[src/design/wscu_pkg.sv]
// Package of operation codes, field widths and timing for the shift/compare unit.
package wscu_pkg;

  // ----------------------------------------------------------------------
  // Widths
  // ----------------------------------------------------------------------
  localparam int unsigned WSCU_XLEN      = 64;
  localparam int unsigned WSCU_WLEN      = 32;
  localparam int unsigned WSCU_SHAMT_W   = 5;
  localparam int unsigned WSCU_IMM_W     = 16;
  localparam int unsigned WSCU_REGIDX_W  = 5;
  localparam int unsigned WSCU_SIGN_BIT  = 31;

  // ----------------------------------------------------------------------
  // Special forms and timing
  // ----------------------------------------------------------------------
  localparam logic [4:0] WSCU_ZERO_REG     = 5'h00;
  localparam logic [4:0] WSCU_NOP_SHAMT    = 5'h00;
  localparam logic [4:0] WSCU_SSNOP_SHAMT  = 5'h01;
  localparam int unsigned WSCU_LATENCY     = 1;
  localparam logic [63:0] WSCU_RESULT_RST  = 64'h0000_0000_0000_0000;

  // ----------------------------------------------------------------------
  // Operations
  // ----------------------------------------------------------------------
  typedef enum logic [3:0] {
    WSCU_OP_SHIFT_LEFT_FIXED            = 4'h0,
    WSCU_OP_SHIFT_LEFT_VARIABLE         = 4'h1,
    WSCU_OP_SHIFT_RIGHT_LOGICAL_FIXED   = 4'h2,
    WSCU_OP_SHIFT_RIGHT_ARITH_FIXED     = 4'h3,
    WSCU_OP_SHIFT_RIGHT_ARITH_VARIABLE  = 4'h4,
    WSCU_OP_LESS_THAN_SIGNED_REG        = 4'h5,
    WSCU_OP_LESS_THAN_UNSIGNED_REG      = 4'h6,
    WSCU_OP_LESS_THAN_SIGNED_IMM        = 4'h7,
    WSCU_OP_LESS_THAN_UNSIGNED_IMM      = 4'h8
  } wscu_op_t;

endpackage : wscu_pkg

[src/design/wscu_shifter.sv]
// Combinational 32-bit word shifter with sign-extended 64-bit result.
module wscu_shifter
  import wscu_pkg::*;
(
  // Operand and control
  input  wire logic [63:0] word_src,
  input  wire logic [4:0]  amount,
  input  wire logic        dir_right,
  input  wire logic        arith,
  // Result
  output wire logic [63:0] result
);

  // Only the low word is used, so a badly extended source still
  // yields a proper sign-extended result for left shifts.
  wire logic [31:0] low_word;
  wire logic        fill_bit;
  wire logic [63:0] right_ext;
  wire logic [31:0] left_word;
  wire logic [31:0] right_word;
  wire logic [31:0] shifted;

  assign low_word   = word_src[31:0];
  assign fill_bit   = arith & low_word[WSCU_SIGN_BIT];
  assign right_ext  = {{32{fill_bit}}, low_word};
  assign left_word  = low_word << amount;
  assign right_word = 32'(right_ext >> amount);
  assign shifted    = dir_right ? right_word : left_word;
  assign result     = {{32{shifted[31]}}, shifted};

endmodule // wscu_shifter

[src/design/wscu_unit.sv]
// Word shift and set-on-less-than execution unit with registered result.
//
// Functional notes
// RULE1 - Fixed left shift: low word shifted by field, zero fill, sign-extended.
// RULE2 - Left shifts accept any 64-bit source; count zero sign-extends low word.
// RULE3 - Zero-register fixed left shift with count 0 or 1 acts as no-op.
// RULE4 - Variable left shift: low word shifted by register amount, sign-extended.
// RULE5 - Variable shifts use only the low 5 bits of the count register.
// RULE6 - Signed register compare writes 1 if first less, else 0.
// RULE7 - No compare ever raises an integer overflow exception.
// RULE8 - Signed immediate compare sign-extends 16-bit immediate, compares signed.
// RULE9 - Unsigned immediate compare sign-extends immediate, then compares unsigned.
// RULE10 - Unsigned register compare writes 1 if first smaller, else 0.
// RULE11 - Arithmetic right shifts replicate bit 31; result sign-extended.
// RULE12 - Fixed logical right shift zero-fills low word; result sign-extended.
// RULE13 - Software supplies sign-extended words for right shifts.
module wscu_unit
  import wscu_pkg::*;
(
  // Clock and reset
  input  wire logic                     clk,
  input  wire logic                     nrst,
  input  wire logic                     clk_en,
  // Request from decode stage
  input  wire logic                     issue_valid,
  input  wire wscu_pkg::wscu_op_t       op,
  input  wire logic [63:0]              first_source_reg,
  input  wire logic [63:0]              second_source_reg,
  input  wire logic [4:0]               shift_amount_field,
  input  wire logic [15:0]              immediate,
  input  wire logic [4:0]               dest_index,
  // Result to general register file
  output logic                          result_valid,
  output logic [63:0]                   result_data,
  output logic [4:0]                    result_index,
  output logic                          result_write,
  output logic                          issue_break,
  output logic                          overflow_exc
);

  // ----------------------------------------------------------------------
  // Operation decode
  // ----------------------------------------------------------------------
  wire logic is_shift;
  wire logic is_fixed;
  wire logic is_right;
  wire logic is_arith;
  wire logic is_nop_form;
  wire logic [4:0] shift_count;
  wire logic [63:0] shift_result;

  assign is_shift = (op == WSCU_OP_SHIFT_LEFT_FIXED)
                  | (op == WSCU_OP_SHIFT_LEFT_VARIABLE)
                  | (op == WSCU_OP_SHIFT_RIGHT_LOGICAL_FIXED)
                  | (op == WSCU_OP_SHIFT_RIGHT_ARITH_FIXED)
                  | (op == WSCU_OP_SHIFT_RIGHT_ARITH_VARIABLE);
  assign is_fixed = (op == WSCU_OP_SHIFT_LEFT_FIXED)
                  | (op == WSCU_OP_SHIFT_RIGHT_LOGICAL_FIXED)
                  | (op == WSCU_OP_SHIFT_RIGHT_ARITH_FIXED);
  assign is_right = (op == WSCU_OP_SHIFT_RIGHT_LOGICAL_FIXED)
                  | (op == WSCU_OP_SHIFT_RIGHT_ARITH_FIXED)
                  | (op == WSCU_OP_SHIFT_RIGHT_ARITH_VARIABLE);
  assign is_arith = (op == WSCU_OP_SHIFT_RIGHT_ARITH_FIXED)
                  | (op == WSCU_OP_SHIFT_RIGHT_ARITH_VARIABLE); // RULE11

  // Variable forms take the count register's low bits; the rest is ignored.
  assign shift_count = is_fixed ? shift_amount_field
                                : second_source_reg[WSCU_SHAMT_W-1:0]; // RULE5

  // The value operand of every shift is the first source.
  wscu_shifter u_shifter (
    .word_src  (first_source_reg),
    .amount    (shift_count),
    .dir_right (is_right),
    .arith     (is_arith),
    .result    (shift_result)
  ); // RULE1 RULE2 RULE4 RULE12

  // ----------------------------------------------------------------------
  // Comparisons
  // ----------------------------------------------------------------------
  // Comparators, not subtract-and-trap, so no overflow can arise.
  wire logic [63:0] imm_ext;
  wire logic        lt_signed_reg;
  wire logic        lt_unsigned_reg;
  wire logic        lt_signed_imm;
  wire logic        lt_unsigned_imm;
  wire logic        cmp_bit;
  wire logic [63:0] cmp_result;

  assign imm_ext = {{48{immediate[WSCU_IMM_W-1]}}, immediate}; // RULE8 RULE9
  assign lt_signed_reg   = $signed(first_source_reg)
                         < $signed(second_source_reg); // RULE6
  assign lt_unsigned_reg = first_source_reg < second_source_reg; // RULE10
  assign lt_signed_imm   = $signed(first_source_reg) < $signed(imm_ext); // RULE8
  assign lt_unsigned_imm = first_source_reg < imm_ext; // RULE9
  assign cmp_bit = (op == WSCU_OP_LESS_THAN_SIGNED_REG)   ? lt_signed_reg
                 : (op == WSCU_OP_LESS_THAN_UNSIGNED_REG) ? lt_unsigned_reg
                 : (op == WSCU_OP_LESS_THAN_SIGNED_IMM)   ? lt_signed_imm
                 : lt_unsigned_imm;
  assign cmp_result = {63'h0, cmp_bit}; // RULE6 RULE10

  // ----------------------------------------------------------------------
  // No-operation forms
  // ----------------------------------------------------------------------
  // Writes to register zero are suppressed anyway; the count-1 form
  // additionally asks the issue logic to break the issue group.
  assign is_nop_form = (op == WSCU_OP_SHIFT_LEFT_FIXED)
                     & (dest_index == WSCU_ZERO_REG); // RULE3

  wire logic        do_write;
  wire logic        do_break;
  wire logic [63:0] result_next;
  wire logic        known_op;

  assign known_op = is_shift | (op == WSCU_OP_LESS_THAN_SIGNED_REG)
                  | (op == WSCU_OP_LESS_THAN_UNSIGNED_REG)
                  | (op == WSCU_OP_LESS_THAN_SIGNED_IMM)
                  | (op == WSCU_OP_LESS_THAN_UNSIGNED_IMM);
  assign do_write = issue_valid & known_op
                  & (dest_index != WSCU_ZERO_REG); // RULE3
  assign do_break = issue_valid & is_nop_form
                  & (shift_amount_field == WSCU_SSNOP_SHAMT); // RULE3
  assign result_next = is_shift ? shift_result : cmp_result;

  // ----------------------------------------------------------------------
  // Result register
  // ----------------------------------------------------------------------
  always_ff @(posedge clk or negedge nrst) begin
    if (!nrst) begin
      result_valid <= 1'b0;
      result_write <= 1'b0;
      issue_break  <= 1'b0;
      result_data  <= WSCU_RESULT_RST;
      result_index <= WSCU_ZERO_REG;
    end else if (clk_en) begin
      result_valid <= issue_valid;
      result_write <= do_write;
      issue_break  <= do_break;
      result_data  <= issue_valid ? result_next : result_data;
      result_index <= issue_valid ? dest_index : result_index;
    end
  end

  assign overflow_exc = 1'b0; // RULE7

  // ----------------------------------------------------------------------
  // Checks
  // ----------------------------------------------------------------------
  property p_rule1;
    @(posedge clk) disable iff (!nrst)
    (clk_en && issue_valid && op == WSCU_OP_SHIFT_LEFT_FIXED)
      |=> result_data[31:0] == 32'($past(first_source_reg[31:0])
                                    << $past(shift_amount_field));
  endproperty
  a_rule1: assert property (p_rule1) else $error("fixed left wrong"); // RULE1

  property p_rule2;
    @(posedge clk) disable iff (!nrst)
    (clk_en && issue_valid && is_shift && !is_right && shift_count == 5'h00)
      |=> result_data == {{32{$past(first_source_reg[31])}},
                          $past(first_source_reg[31:0])};
  endproperty
  a_rule2: assert property (p_rule2) else $error("zero shift trunc"); // RULE2

  property p_rule3;
    @(posedge clk) disable iff (!nrst)
    (clk_en && issue_valid && op == WSCU_OP_SHIFT_LEFT_FIXED
     && dest_index == 5'h00)
      |=> !result_write && issue_break == ($past(shift_amount_field) == 5'h01);
  endproperty
  a_rule3: assert property (p_rule3) else $error("nop form wrong"); // RULE3

  property p_rule4;
    @(posedge clk) disable iff (!nrst)
    (clk_en && issue_valid && op == WSCU_OP_SHIFT_LEFT_VARIABLE)
      |=> result_data[63:31] == {33{result_data[31]}};
  endproperty
  a_rule4: assert property (p_rule4) else $error("var left extend"); // RULE4

  property p_rule5;
    @(posedge clk) disable iff (!nrst)
    (clk_en && issue_valid && op == WSCU_OP_SHIFT_LEFT_VARIABLE)
      |=> result_data[31:0] == 32'($past(first_source_reg[31:0])
                                    << $past(second_source_reg[4:0]));
  endproperty
  a_rule5: assert property (p_rule5) else $error("var count"); // RULE5

  property p_rule6;
    @(posedge clk) disable iff (!nrst)
    (clk_en && issue_valid && op == WSCU_OP_LESS_THAN_SIGNED_REG)
      |=> result_data == {63'h0, $signed($past(first_source_reg))
                                 < $signed($past(second_source_reg))};
  endproperty
  a_rule6: assert property (p_rule6) else $error("signed cmp"); // RULE6

  property p_rule8;
    @(posedge clk) disable iff (!nrst)
    (clk_en && issue_valid && op == WSCU_OP_LESS_THAN_SIGNED_IMM)
      |=> result_data == {63'h0, $signed($past(first_source_reg))
                          < $signed({{48{$past(immediate[15])}},
                                     $past(immediate)})};
  endproperty
  a_rule8: assert property (p_rule8) else $error("signed imm"); // RULE8

  property p_rule10;
    @(posedge clk) disable iff (!nrst)
    (clk_en && issue_valid && op == WSCU_OP_LESS_THAN_UNSIGNED_REG)
      |=> result_data == {63'h0, $past(first_source_reg)
                                 < $past(second_source_reg)};
  endproperty
  a_rule10: assert property (p_rule10) else $error("unsigned cmp"); // RULE10

  property p_rule7;
    @(posedge clk) disable iff (!nrst) !overflow_exc;
  endproperty
  a_rule7: assert property (p_rule7) else $error("overflow raised"); // RULE7

  property p_rule9;
    @(posedge clk) disable iff (!nrst)
    (clk_en && issue_valid && op == WSCU_OP_LESS_THAN_UNSIGNED_IMM
     && first_source_reg == 64'h0 && immediate[15])
      |=> result_data == 64'h1;
  endproperty
  a_rule9: assert property (p_rule9) else $error("unsigned imm"); // RULE9

  property p_rule11;
    @(posedge clk) disable iff (!nrst)
    (clk_en && issue_valid && is_arith)
      |=> result_data[63:31] == {33{$past(first_source_reg[31])}};
  endproperty
  a_rule11: assert property (p_rule11) else $error("arith fill"); // RULE11

  property p_rule12;
    @(posedge clk) disable iff (!nrst)
    (clk_en && issue_valid && op == WSCU_OP_SHIFT_RIGHT_LOGICAL_FIXED
     && shift_amount_field != 5'h00)
      |=> result_data[63:31] == 33'h0;
  endproperty
  a_rule12: assert property (p_rule12) else $error("logical fill"); // RULE12

endmodule // wscu_unit

[config.mk]
export PLATFORM = sky130hd
export DESIGN_NAME = wscu_unit
export DESIGN_NICKNAME = d
export VERILOG_FILES = /design/src/design/wscu_pkg.sv /design/src/design/wscu_shifter.sv /design/src/design/wscu_unit.sv
export SDC_FILE = /design/constraint.sdc
export NUM_CORES = 1
export LEC_CHECK = 0
export ABC_CLOCK_PERIOD_IN_PS = 2400
export BUFFER_PORTS_ARGS = -buffer_cell sky130_fd_sc_hd__buf_2
export CORE_AREA = 4 4 165 167
export CTS_BUF_LIST = sky130_fd_sc_hd__clkbuf_4 sky130_fd_sc_hd__clkbuf_8
export CTS_CLUSTER_DIAMETER = 120
export DETAILED_ROUTE_END_ITERATION = 10
export DIE_AREA = 0 0 169 171
export PLACE_DENSITY = 0.68
export RECOVER_POWER = 100
export SYNTH_ARGS = -nofsm -noshare
export SYNTH_HDL_FRONTEND = slang
export SYNTH_HIERARCHICAL = 1
export SYNTH_SLANG_ARGS = --single-unit
[constraint.sdc]
create_clock -name clk -period 2.4 [get_ports clk]
set_clock_uncertainty 0.2 [all_clocks]
set_input_delay 0.6 -clock clk [delete_from_list [all_inputs] [get_ports clk]]
set_output_delay 0.6 -clock clk [all_outputs]
set_load 0.02 [all_outputs]
### Word level (Yosys, flattened, before mapping)

Cells that the tools add are included.

| cells by class | value |
|---|---|
| $add $sub $neg | 0 |
| $mul | 0 |
| divide/modulo/power cells | 0 |
| order comparisons | 4 |
| eq/ne operators | 9 |
| shifts and indexed selects | 2 |
| mux-type cells | 6 |
| bitwise logic cells | 19 |
| reduce and logical (&&, ||, !) cells | 4 |

Operators with widths:

| operator | number |
|---|---|
| 64-bit < comparator | 3 |
| 64-bit by 16-bit < comparator with 1-bit output | 1 |
| 64-bit 2-to-1 mux | 1 |
| 64-bit by 5-bit >> shifter with 32-bit output | 1 |
| 32-bit 2-to-1 mux | 1 |
| 32-bit by 5-bit << shifter with 32-bit output | 1 |
| 4-bit by 3-bit == test with 1-bit output (second input constant) | 4 |
| 1-bit bitwise OR | 13 |
| 4-bit by 2-bit == test with 1-bit output (second input constant) | 2 |
| 1-bit bitwise AND | 6 |
| 5-bit by 1-bit == test with 1-bit output (second input constant) | 1 |
| 5-bit zero test | 1 |
| 5-bit 2-to-1 mux | 1 |
| 5-bit nonzero test | 1 |
| 4-bit by 1-bit == test with 1-bit output (second input constant) | 1 |
| 4-bit == test (second input constant) | 1 |
| 4-bit zero test | 1 |
| 1-bit 2-to-1 mux | 3 |
| 2-bit AND reduction | 1 |

| storage, ports and cells | value |
|---|---|
| register bits | 72 |
| bits in latches | 0 |
| bits in writable memories | 0 |
| bits in read-only memories | 0 |
| input port bits | 162 |
| output and inout bits | 73 |
| word-level logic and storage cells | 49 |
| memories kept | 0 |

### Depth between registers and ports, before layout

Gate-level depths: netlist (run 1).

| depth | value |
|---|---|
| depth after elaboration | 11 |
| depth in mapped cells | 16 |

### Hierarchy

The synthesis (run 1) kept the hierarchy.

Modules (own cells, without submodules):

| module | instances | cells an instance | area each (um^2) | sequential area each (um^2) |
|---|---|---|---|---|
| wscu_unit | 1 | 603 | 5740.5 | 1801.7 |
| wscu_shifter | 1 | 540 | 4450.5 | 0.0 |

### Worst setup path after synthesis (run 1)

OpenSTA, ideal clock, no wires.

| path | value |
|---|---|
| path kind | input-to-reg |
| start point | input op[1] |
| end point | register result_data[63] |
| setup time | 67 ps |
| arrival | 3332 ps |
| path slack | -1199 ps |
| stages | 12 |
| buffers on the path | 3 |
| path through | nand2b_1 nand2_1 mux2_2 buf_6 buf_12 mux4_2 mux2i_1 a22o_1 a22oi_1 and3_1 buf_4 a22o_1 |

| on the way | value |
|---|---|
| word-level cells in the longest chain between the ends | 7 |
| elaborated cells between the ends (all ways) | 20 |
| those cells by class | eq/ne (4); shift (2); mux (3); bitwise (10); reduce/logical (1) |

Ends and longest elaborated chain:

| what | line | text |
|---|---|---|
| start: declaration | wscu_unit.sv:26 | `input wire wscu_pkg::wscu_op_t op,` |
| 4-bit by 2-bit == test with 1-bit output / 4-bit zero test (equally long branches) | wscu_unit.sv:58, wscu_unit.sv:57 |  |
| 1-bit bitwise OR | wscu_unit.sv:58 | `\| (op == WSCU_OP_SHIFT_RIGHT_LOGICAL_FIXED)` |
| 1-bit bitwise OR * | wscu_unit.sv:59 | `\| (op == WSCU_OP_SHIFT_RIGHT_ARITH_FIXED);` |
| 5-bit 2-to-1 mux * | wscu_unit.sv:67 | `assign shift_count = is_fixed ? shift_amount_field` |
| via shift_count[0] | wscu_unit.sv:49 | `wire logic [4:0] shift_count;` |
| 32-bit by 5-bit << shifter with 32-bit output / 64-bit by 5-bit >> shifter with 32-bit output (equally long branches) | wscu_shifter.sv:26, wscu_shifter.sv:27 |  |
| 32-bit 2-to-1 mux * | wscu_shifter.sv:28 | `assign shifted = dir_right ? right_word : left_word;` |
| via shift_result[31] | wscu_unit.sv:50 | `wire logic [63:0] shift_result;` |
| 64-bit 2-to-1 mux * | wscu_unit.sv:124 | `assign result_next = is_shift ? shift_result : cmp_result;` |
| end signal: assignment | wscu_unit.sv:140 | `result_data <= issue_valid ? result_next : result_data;` |
| end: declaration | wscu_unit.sv:34 | `output logic [63:0] result_data,` |

The timed path passes the listed nets; every way through them passes the cells marked *.
A chain may end at the register's enable or synchronous reset.

### Worst setup path in the final report (run 1)

| path | value |
|---|---|
| start point | input op[2] |
| end point | register result_data[0] |

Same word-level chain as after synthesis.

==> impl_metrics.tcl, run 1 <==
set metrics [dict create \
    combinational_family_with_the_most_area_after_synthesis "multiplexers" \
    switchingPower_mw 2.49 \
    ys.warnings.count 6 \
    io_pins 235 \
    register_area_um2 1800 \
    final.period_utilization_pct 128 \
    core_um2 25800 \
    cts_num_sinks 72 \
    asyncSetResetFlopFracSynth_pct 100 \
    synth_fp_nets 1431 \
    pin_count_of_the_biggest_net_entering_global_routing 64 \
    critical_path.endpoint_type "register" \
    finalPower_mw 6.10 \
    initial_utilization_pct 39.6 \
    cts-root-to-sink-buffers 2 \
    grt_pass1_wl_mm 61.8 \
    cp_data_required_time_ps 2430 \
    timing.slew.headroom_pct 28.7 \
    route.vias.total 11300 \
    num-fill-cells 2301 \
    r2r-end "result_index[4]" \
    route.antenna.remaining_nets 0 \
    vertical_die_dimension_um 171 \
    die-area_um2 28900 \
    most_instantiated_library_cell_after_synthesis "sky130_fd_sc_hd__ha_1" \
    number_of_global_route_vias_before_repair 11000 \
    worstSkewPairLatency_ps 340 \
    unrepaired_setup_endpoints_after_global_routing "yes" \
    postSynthAreaPerCell_um2 8.92 \
    antennaDiodeCount 0 \
    dp_cells 1862 \
    globalRouteOverflowTotal 0 \
    reg2reg_slack_ps 1400 \
    synth.top_cells.by_area "sky130_fd_sc_hd__dfrtp_1, sky130_fd_sc_hd__ha_1, sky130_fd_sc_hd__mux4_2, sky130_fd_sc_hd__a22o_1, sky130_fd_sc_hd__mux2i_1" \
    final_area_um2 14700 \
    remaining_design_rule_violation_count 0 \
    hold_viol 0 \
    crit_type "primary input to register" \
    setup_viol_count_final 64 \
    numPortBuffers 233 \
    ys_seq_elements 72 \
    power.switching_fraction_pct 40.9 \
    max-vdd-ir-drop_uv 428 \
    placement_rows 59 \
    post-dp-hpwl_mm 32.6 \
    globalplace.congestion 1.03 \
    chipWidth_um 169 \
    post-route-worst-setup-slack_ps -664 \
    yosys.area.top_type_share_pct 17.7 \
    detail_route.wirelength_mm 41.8 \
    pwr-share-seq_pct 23.3 \
    max-cap-violations 0 \
    synth-compound-area-share_pct 21.1 \
    yosys.area_share.adder_pct 15.5 \
    critical_path.reg2reg.startpoint "result_index[4]" \
    combinational_share_of_power_pct 59.2 \
    synth_edf_count 0 \
    placed_standard_cell_area_um2 13400 \
    grt_usage_pct 26.9 \
    vias_per_std_cell 5.88 \
    drt_pass1_iterations 5 \
    cts-buffers-inserted 9 \
    outcome "finished with violations" \
    clk_root_buffer_cell "sky130_fd_sc_hd__clkbuf_8" \
    post_cts_hold_buffer_count 0 \
    design.final.nets 1870 \
    startpoint_type "primary input" \
    timing.setup.tns_ps -36900 \
    pre_cts_ws_ps -1110 \
    cts.reportedPaths.clkPinSlew_ps 90 \
    startpoint_of_the_most_critical_setup_path "op[2]" \
    worst_case_reg_to_reg_path_depth 1 \
    antenna_found_initial 0 \
    htreeDepth 3 \
    number_of_distinct_library_cells_after_synthesis 75 \
    max_freq_mhz 326 \
    cellPowerDensity_nw_per_um2 416 \
    worst-path-max-fanout 8 \
    finish.cell_count_without_fillers 1922 \
    drive_above_1_share_pct 42.2 \
    power.internal_mw 3.61 \
    synthToLayoutAreaGrowth_pct 44.0 \
    minimum_period_implied_by_the_final_worst_setup_slack_ps 3060 \
    synth_common_cells "sky130_fd_sc_hd__ha_1, sky130_fd_sc_hd__nor2_1, sky130_fd_sc_hd__inv_1" \
    worst-slew-pin-transition_ps 1070 \
    synth_cells 1143 \
    cts_tree "done" \
    power_frac_clock_pct 17.5 \
    seq_area_frac_synth_pct 17.7 \
    synthDominantAreaCellType "sky130_fd_sc_hd__dfrtp_1" \
    drv_slew 0 \
    area_taken_by_multi_input_logic_gates_um2 8120 \
    synth.mux.area_fraction_pct 22.1 \
    critical_path_arrival_ps 3100 \
    yosys_most_used_dff "sky130_fd_sc_hd__dfrtp_1" \
    power.static_leakage_nw 6.98 \
    drt-initial-drc-count 963 \
    violations "negative setup slack" \
    min_path_type "primary input to async pin" \
    synthXorXnorAreaFrac_pct 0 \
    post_synth_and_or_nand_nor_area_fraction_pct 13.6 \
    route.detailed.wl_per_inst_um 21.8 \
    synthesis.area_um2 10200 \
]
==> logic make-up after synthesis <==
logic type / after synthesis
compound gates: 305
fa+ha+maj: 126
buf+inv: 206
flops: 72
mux: 133
other cells: 1
simple gates: 300
==> worst max-delay path: stages <==
cell	delay, ps
sky130_fd_sc_hd__buf_8	100
sky130_fd_sc_hd__nor2_4	160
sky130_fd_sc_hd__nand2_8	90
sky130_fd_sc_hd__mux2_4	400
sky130_fd_sc_hd__buf_12	170
sky130_fd_sc_hd__mux4_2	500
sky130_fd_sc_hd__mux2i_1	170
sky130_fd_sc_hd__o32ai_1	100
sky130_fd_sc_hd__a31oi_1	290
sky130_fd_sc_hd__o22ai_2	160
sky130_fd_sc_hd__nor2_1	110
sky130_fd_sc_hd__nor2_1	40
sky130_fd_sc_hd__a21oi_1	120
sky130_fd_sc_hd__a31oi_1	60
==> worst max-delay path by stage <==
stage	to	slack, ps	depth (start not counted)
2_1_floorplan	result_data[0]	-1060	10
3_3_place_gp	result_data[12]	-1080	12
3_5_place_dp	result_data[12]	-1110	12
4_1_cts	result_data[31]	-630	11
5_1_grt	result_data[0]	-700	13
6_report	result_data[0]	-660	14
==> timing repair <==
action                     in CTS  in global routing
setup endpoints to repair      64                 64
cloned                          4                  6
buffers inserted               16                 24
pin swaps                      25                 59
resized for setup              65                113
==> flip-flops by register name, summed over array words and instances (netlist names) <==
signal and flops:
issue_break 1, result_write 1, result_valid 1, result_index 5, result_data 64
==> power groups by stage <==
stage                     Combinational, mW  Clock [mW]  Sequential [mW]
final                                  3.61        1.07             1.42
after global routing                   3.85        1.14             1.44
after CTS                              3.34        1.09             1.42
after detailed placement               3.15           0             1.45
after global placement                 3.11           0             1.44
after floorplan                        1.83           0             1.60
==> area by class of cell <==
type | count | area share (%)
multi-input combinational | 871 | 55.3
tap | 335 | 2.86
inverter | 93 | 2.45
clock buffer | 9 | 0.844
sequential | 72 | 12.3
clock inverter | 7 | 0.656
timing repair buffer | 535 | 25.6
==> metrics by stage <==
stage / hold WS, ps / utilization [%]
after floorplan: 104 / -
after global placement: 271 / 51.9
after detailed placement: 284 / 51.9
after CTS: 58.7 / 54.8
after global routing: 269 / 57.0
final: 246 / 57.0
==> layer usage <==
metal	global-route usage (%)	wire, um	up-vias
li1	-	-	5226
met1	35.0	17100	5385
met5	0	0	-
met4	10.0	1670	0
met2	45.9	20000	574
met3	3.65	3040	110
==> cells in the final DEF (no fill, tap or decap), types with 7 or more instances in the layout <==
cell,count
sky130_fd_sc_hd__nand2_1,78
sky130_fd_sc_hd__clkbuf_8,9
sky130_fd_sc_hd__a21oi_2,9
sky130_fd_sc_hd__o211ai_1,19
sky130_fd_sc_hd__nand2b_1,9
sky130_fd_sc_hd__o21ai_0,22
sky130_fd_sc_hd__nor2_2,12
sky130_fd_sc_hd__mux2i_1,33
sky130_fd_sc_hd__nor2_1,82
sky130_fd_sc_hd__nor3_2,7
sky130_fd_sc_hd__o21ai_1,18
sky130_fd_sc_hd__buf_6,28
sky130_fd_sc_hd__a31oi_1,8
sky130_fd_sc_hd__nand3_1,16
sky130_fd_sc_hd__a21oi_1,65
sky130_fd_sc_hd__mux2i_2,7
sky130_fd_sc_hd__a211oi_1,12
sky130_fd_sc_hd__nand4_1,27
sky130_fd_sc_hd__nor2_4,7
sky130_fd_sc_hd__buf_4,248
sky130_fd_sc_hd__inv_1,88
sky130_fd_sc_hd__a21o_1,7
sky130_fd_sc_hd__clkbuf_1,74
sky130_fd_sc_hd__a22o_1,65
sky130_fd_sc_hd__buf_2,157
sky130_fd_sc_hd__mux2_4,10
sky130_fd_sc_hd__dfrtp_1,72
sky130_fd_sc_hd__nor3_1,19
sky130_fd_sc_hd__mux4_2,65
sky130_fd_sc_hd__mux2_1,8
sky130_fd_sc_hd__buf_12,18
sky130_fd_sc_hd__ha_1,123
No activity file was read; power rests on OpenSTA's default activity.
==> inputs of run 2 (changes only) <==
--- a/config.mk
+++ b/config.mk
@@ -7,11 +7,11 @@
 export LEC_CHECK = 0
 export ABC_CLOCK_PERIOD_IN_PS = 2400
 export BUFFER_PORTS_ARGS = -buffer_cell sky130_fd_sc_hd__buf_2
-export CORE_AREA = 4 4 165 167
+export CORE_AREA = 2 2 163 165
 export CTS_BUF_LIST = sky130_fd_sc_hd__clkbuf_4 sky130_fd_sc_hd__clkbuf_8
 export CTS_CLUSTER_DIAMETER = 120
 export DETAILED_ROUTE_END_ITERATION = 10
-export DIE_AREA = 0 0 169 171
+export DIE_AREA = 0 0 165 167
 export PLACE_DENSITY = 0.68
 export RECOVER_POWER = 100
 export SYNTH_ARGS = -nofsm -noshare
==> impl_metrics.tcl, run 2 (synthesized netlist as in run 1, its figures left out) <==
set metrics [dict create \
    met2_usage_pct 47.3 \
    max_freq_mhz 321 \
    drt-initial-drc-count 930 \
    pin_count_of_the_biggest_net_entering_global_routing 39 \
    timing.setup.tns_ps -38470 \
    cellPowerDensity_nw_per_um2 416 \
    crit_type "primary input to register" \
    power.static_leakage_nw 6.92 \
    post-route-worst-setup-slack_ps -712 \
    outcome "finished with violations" \
    globalplace.congestion 1.01 \
    cp_data_required_time_ps 2450 \
    max-vdd-ir-drop_uv 440 \
    critical_path.endpoint_type "register" \
    drv_slew 0 \
    violations "negative setup slack" \
    finalPower_mw 6.05 \
    vias_per_std_cell 5.94 \
    setup_viol_count_final 64 \
    use_met1_pct 36.5 \
    design.final.nets 1871 \
    grt_usage_pct 28.7 \
    grt_pass1_wl_mm 61.4 \
    drive_above_1_share_pct 41.3 \
    number_of_cells_on_the_worst_hold_path 2 \
    detail_route.wirelength_mm 41.1 \
    layout_top_registers "result_data (64), result_index (5)" \
    cts-buffers-inserted 9 \
    unrepaired_setup_endpoints_after_global_routing "yes" \
    final_area_um2 14500 \
    cts.reportedPaths.clkPinSlew_ps 80 \
    grt.met3_usage_pct 4.56 \
    cts_num_sinks 72 \
    clk_root_buffer_cell "sky130_fd_sc_hd__clkbuf_8" \
    synthToLayoutAreaGrowth_pct 42.5 \
    critical_path_arrival_ps 3160 \
    grt_busiest_layer "met2" \
    startpoint_type "primary input" \
    largest_register "result_data" \
    minimum_period_implied_by_the_final_worst_setup_slack_ps 3110 \
    core_um2 25800 \
    post-dp-hpwl_mm 32.3 \
    globalRouteOverflowTotal 0 \
    placed_standard_cell_area_um2 13400 \
    worstSkewPairLatency_ps 360 \
    layout.core_utilization_pct 56.4 \
    hold_viol 0 \
    worst-path-max-fanout 6 \
    htreeDepth 3 \
    die-area_um2 27600 \
    final.period_utilization_pct 130 \
    placement_rows 59 \
    number_of_global_route_vias_before_repair 11100 \
    worst-slew-pin-transition_ps 850 \
    drt_pass1_iterations 7 \
    worst_case_reg_to_reg_path_depth 1 \
    cts-root-to-sink-buffers 2 \
    antennaDiodeCount 0 \
    remaining_design_rule_violation_count 0 \
    num-fill-cells 2329 \
    chipWidth_um 165 \
    io_pins 235 \
    finish.cell_count_without_fillers 1923 \
    max-cap-violations 0 \
    antenna_found_initial 1 \
    largest_register_ffs 64 \
    initial_utilization_pct 39.6 \
    vertical_die_dimension_um 167 \
    dp_cells 1872 \
    final_common_cell "sky130_fd_sc_hd__buf_4" \
    cts_tree "done" \
    timing.slew.headroom_pct 43.4 \
    route.vias.total 11400 \
    route.detailed.wl_per_inst_um 21.4 \
    min_path_type "primary input to register" \
    route.antenna.remaining_nets 0 \
    numPortBuffers 233 \
    mostFrequentLayoutCells "sky130_fd_sc_hd__buf_4, sky130_fd_sc_hd__buf_2, sky130_fd_sc_hd__ha_1" \
]
-- run 2: worst paths after layout --
path / start / end / slack [ps]
min: dest_index[1] / result_index[1] / 270
min reg2reg: result_index[2] / result_index[2] / 300
max in group asynchronous: nrst / result_write / 200
min in group asynchronous: nrst / result_data[30] / 670
max reg2reg: result_index[0] / result_index[0] / 1410
max: op[3] / result_data[26] / -710
-- run 2: worst max-delay path, cell delays in order --
cell and delay, ps:
sky130_fd_sc_hd__buf_8 100, sky130_fd_sc_hd__nor2_4 170, sky130_fd_sc_hd__nand2_8 100, sky130_fd_sc_hd__mux2_4 390, sky130_fd_sc_hd__buf_12 150, sky130_fd_sc_hd__buf_16 120, sky130_fd_sc_hd__clkinvlp_4 100, sky130_fd_sc_hd__mux4_2 580
sky130_fd_sc_hd__a221oi_4 370, sky130_fd_sc_hd__o32ai_2 120, sky130_fd_sc_hd__a21o_1 180, sky130_fd_sc_hd__a22o_1 180
-- run 2: layout make-up --
class	count	area, um^2	share of cell area (%)
inverters	93	357	2.46
clock inverters	5	80.1	0.552
flip-flops and latches	72	1800	12.4
clock buffers	11	145	1.00
repair buffers	535	3720	25.6
well taps	335	419	2.89
multi-input cells	872	8000	55.1
-- run 2: power breakdown --
group	switching [mW]	internal [mW]	leakage [nW]	total (mW)
clock	0.470	0.624	0.109	1.09
sequential	0.0840	1.35	0.961	1.43
combinational	1.88	1.64	5.85	3.52
total	2.43	3.61	6.92	6.05
-- run 2: timing repair --
| action | in CTS | in global routing |
|---|---|---|
| pin swaps | 13 | 41 |
| hold buffers | 1 | 0 |
| endpoints found under the setup margin | 64 | 64 |
| cloned | 7 | 3 |
| resized for setup | 36 | 97 |
| hold endpoints to repair | 12 | 0 |
| buffers inserted | 11 | 15 |
-- run 2: layer usage --
metal / routed length [um] / vias up / part of all wire (%)
li1: - / 5211 / -
met1: 16500 / 5491 / 40
met2: 19400 / 603 / 47
met3: 3080 / 122 / 7.5
met4: 2120 / 2 / 5.2
met5: 11 / - / 0.027
-- run 2: per-stage QoR --
step | hold slack, ps | worst slack [ps]
after floorplan | 104 | -1060
after global routing | 260 | -765
final | 269 | -712
after CTS | 254 | -649
after global placement | 271 | -1180
after detailed placement | 276 | -1170
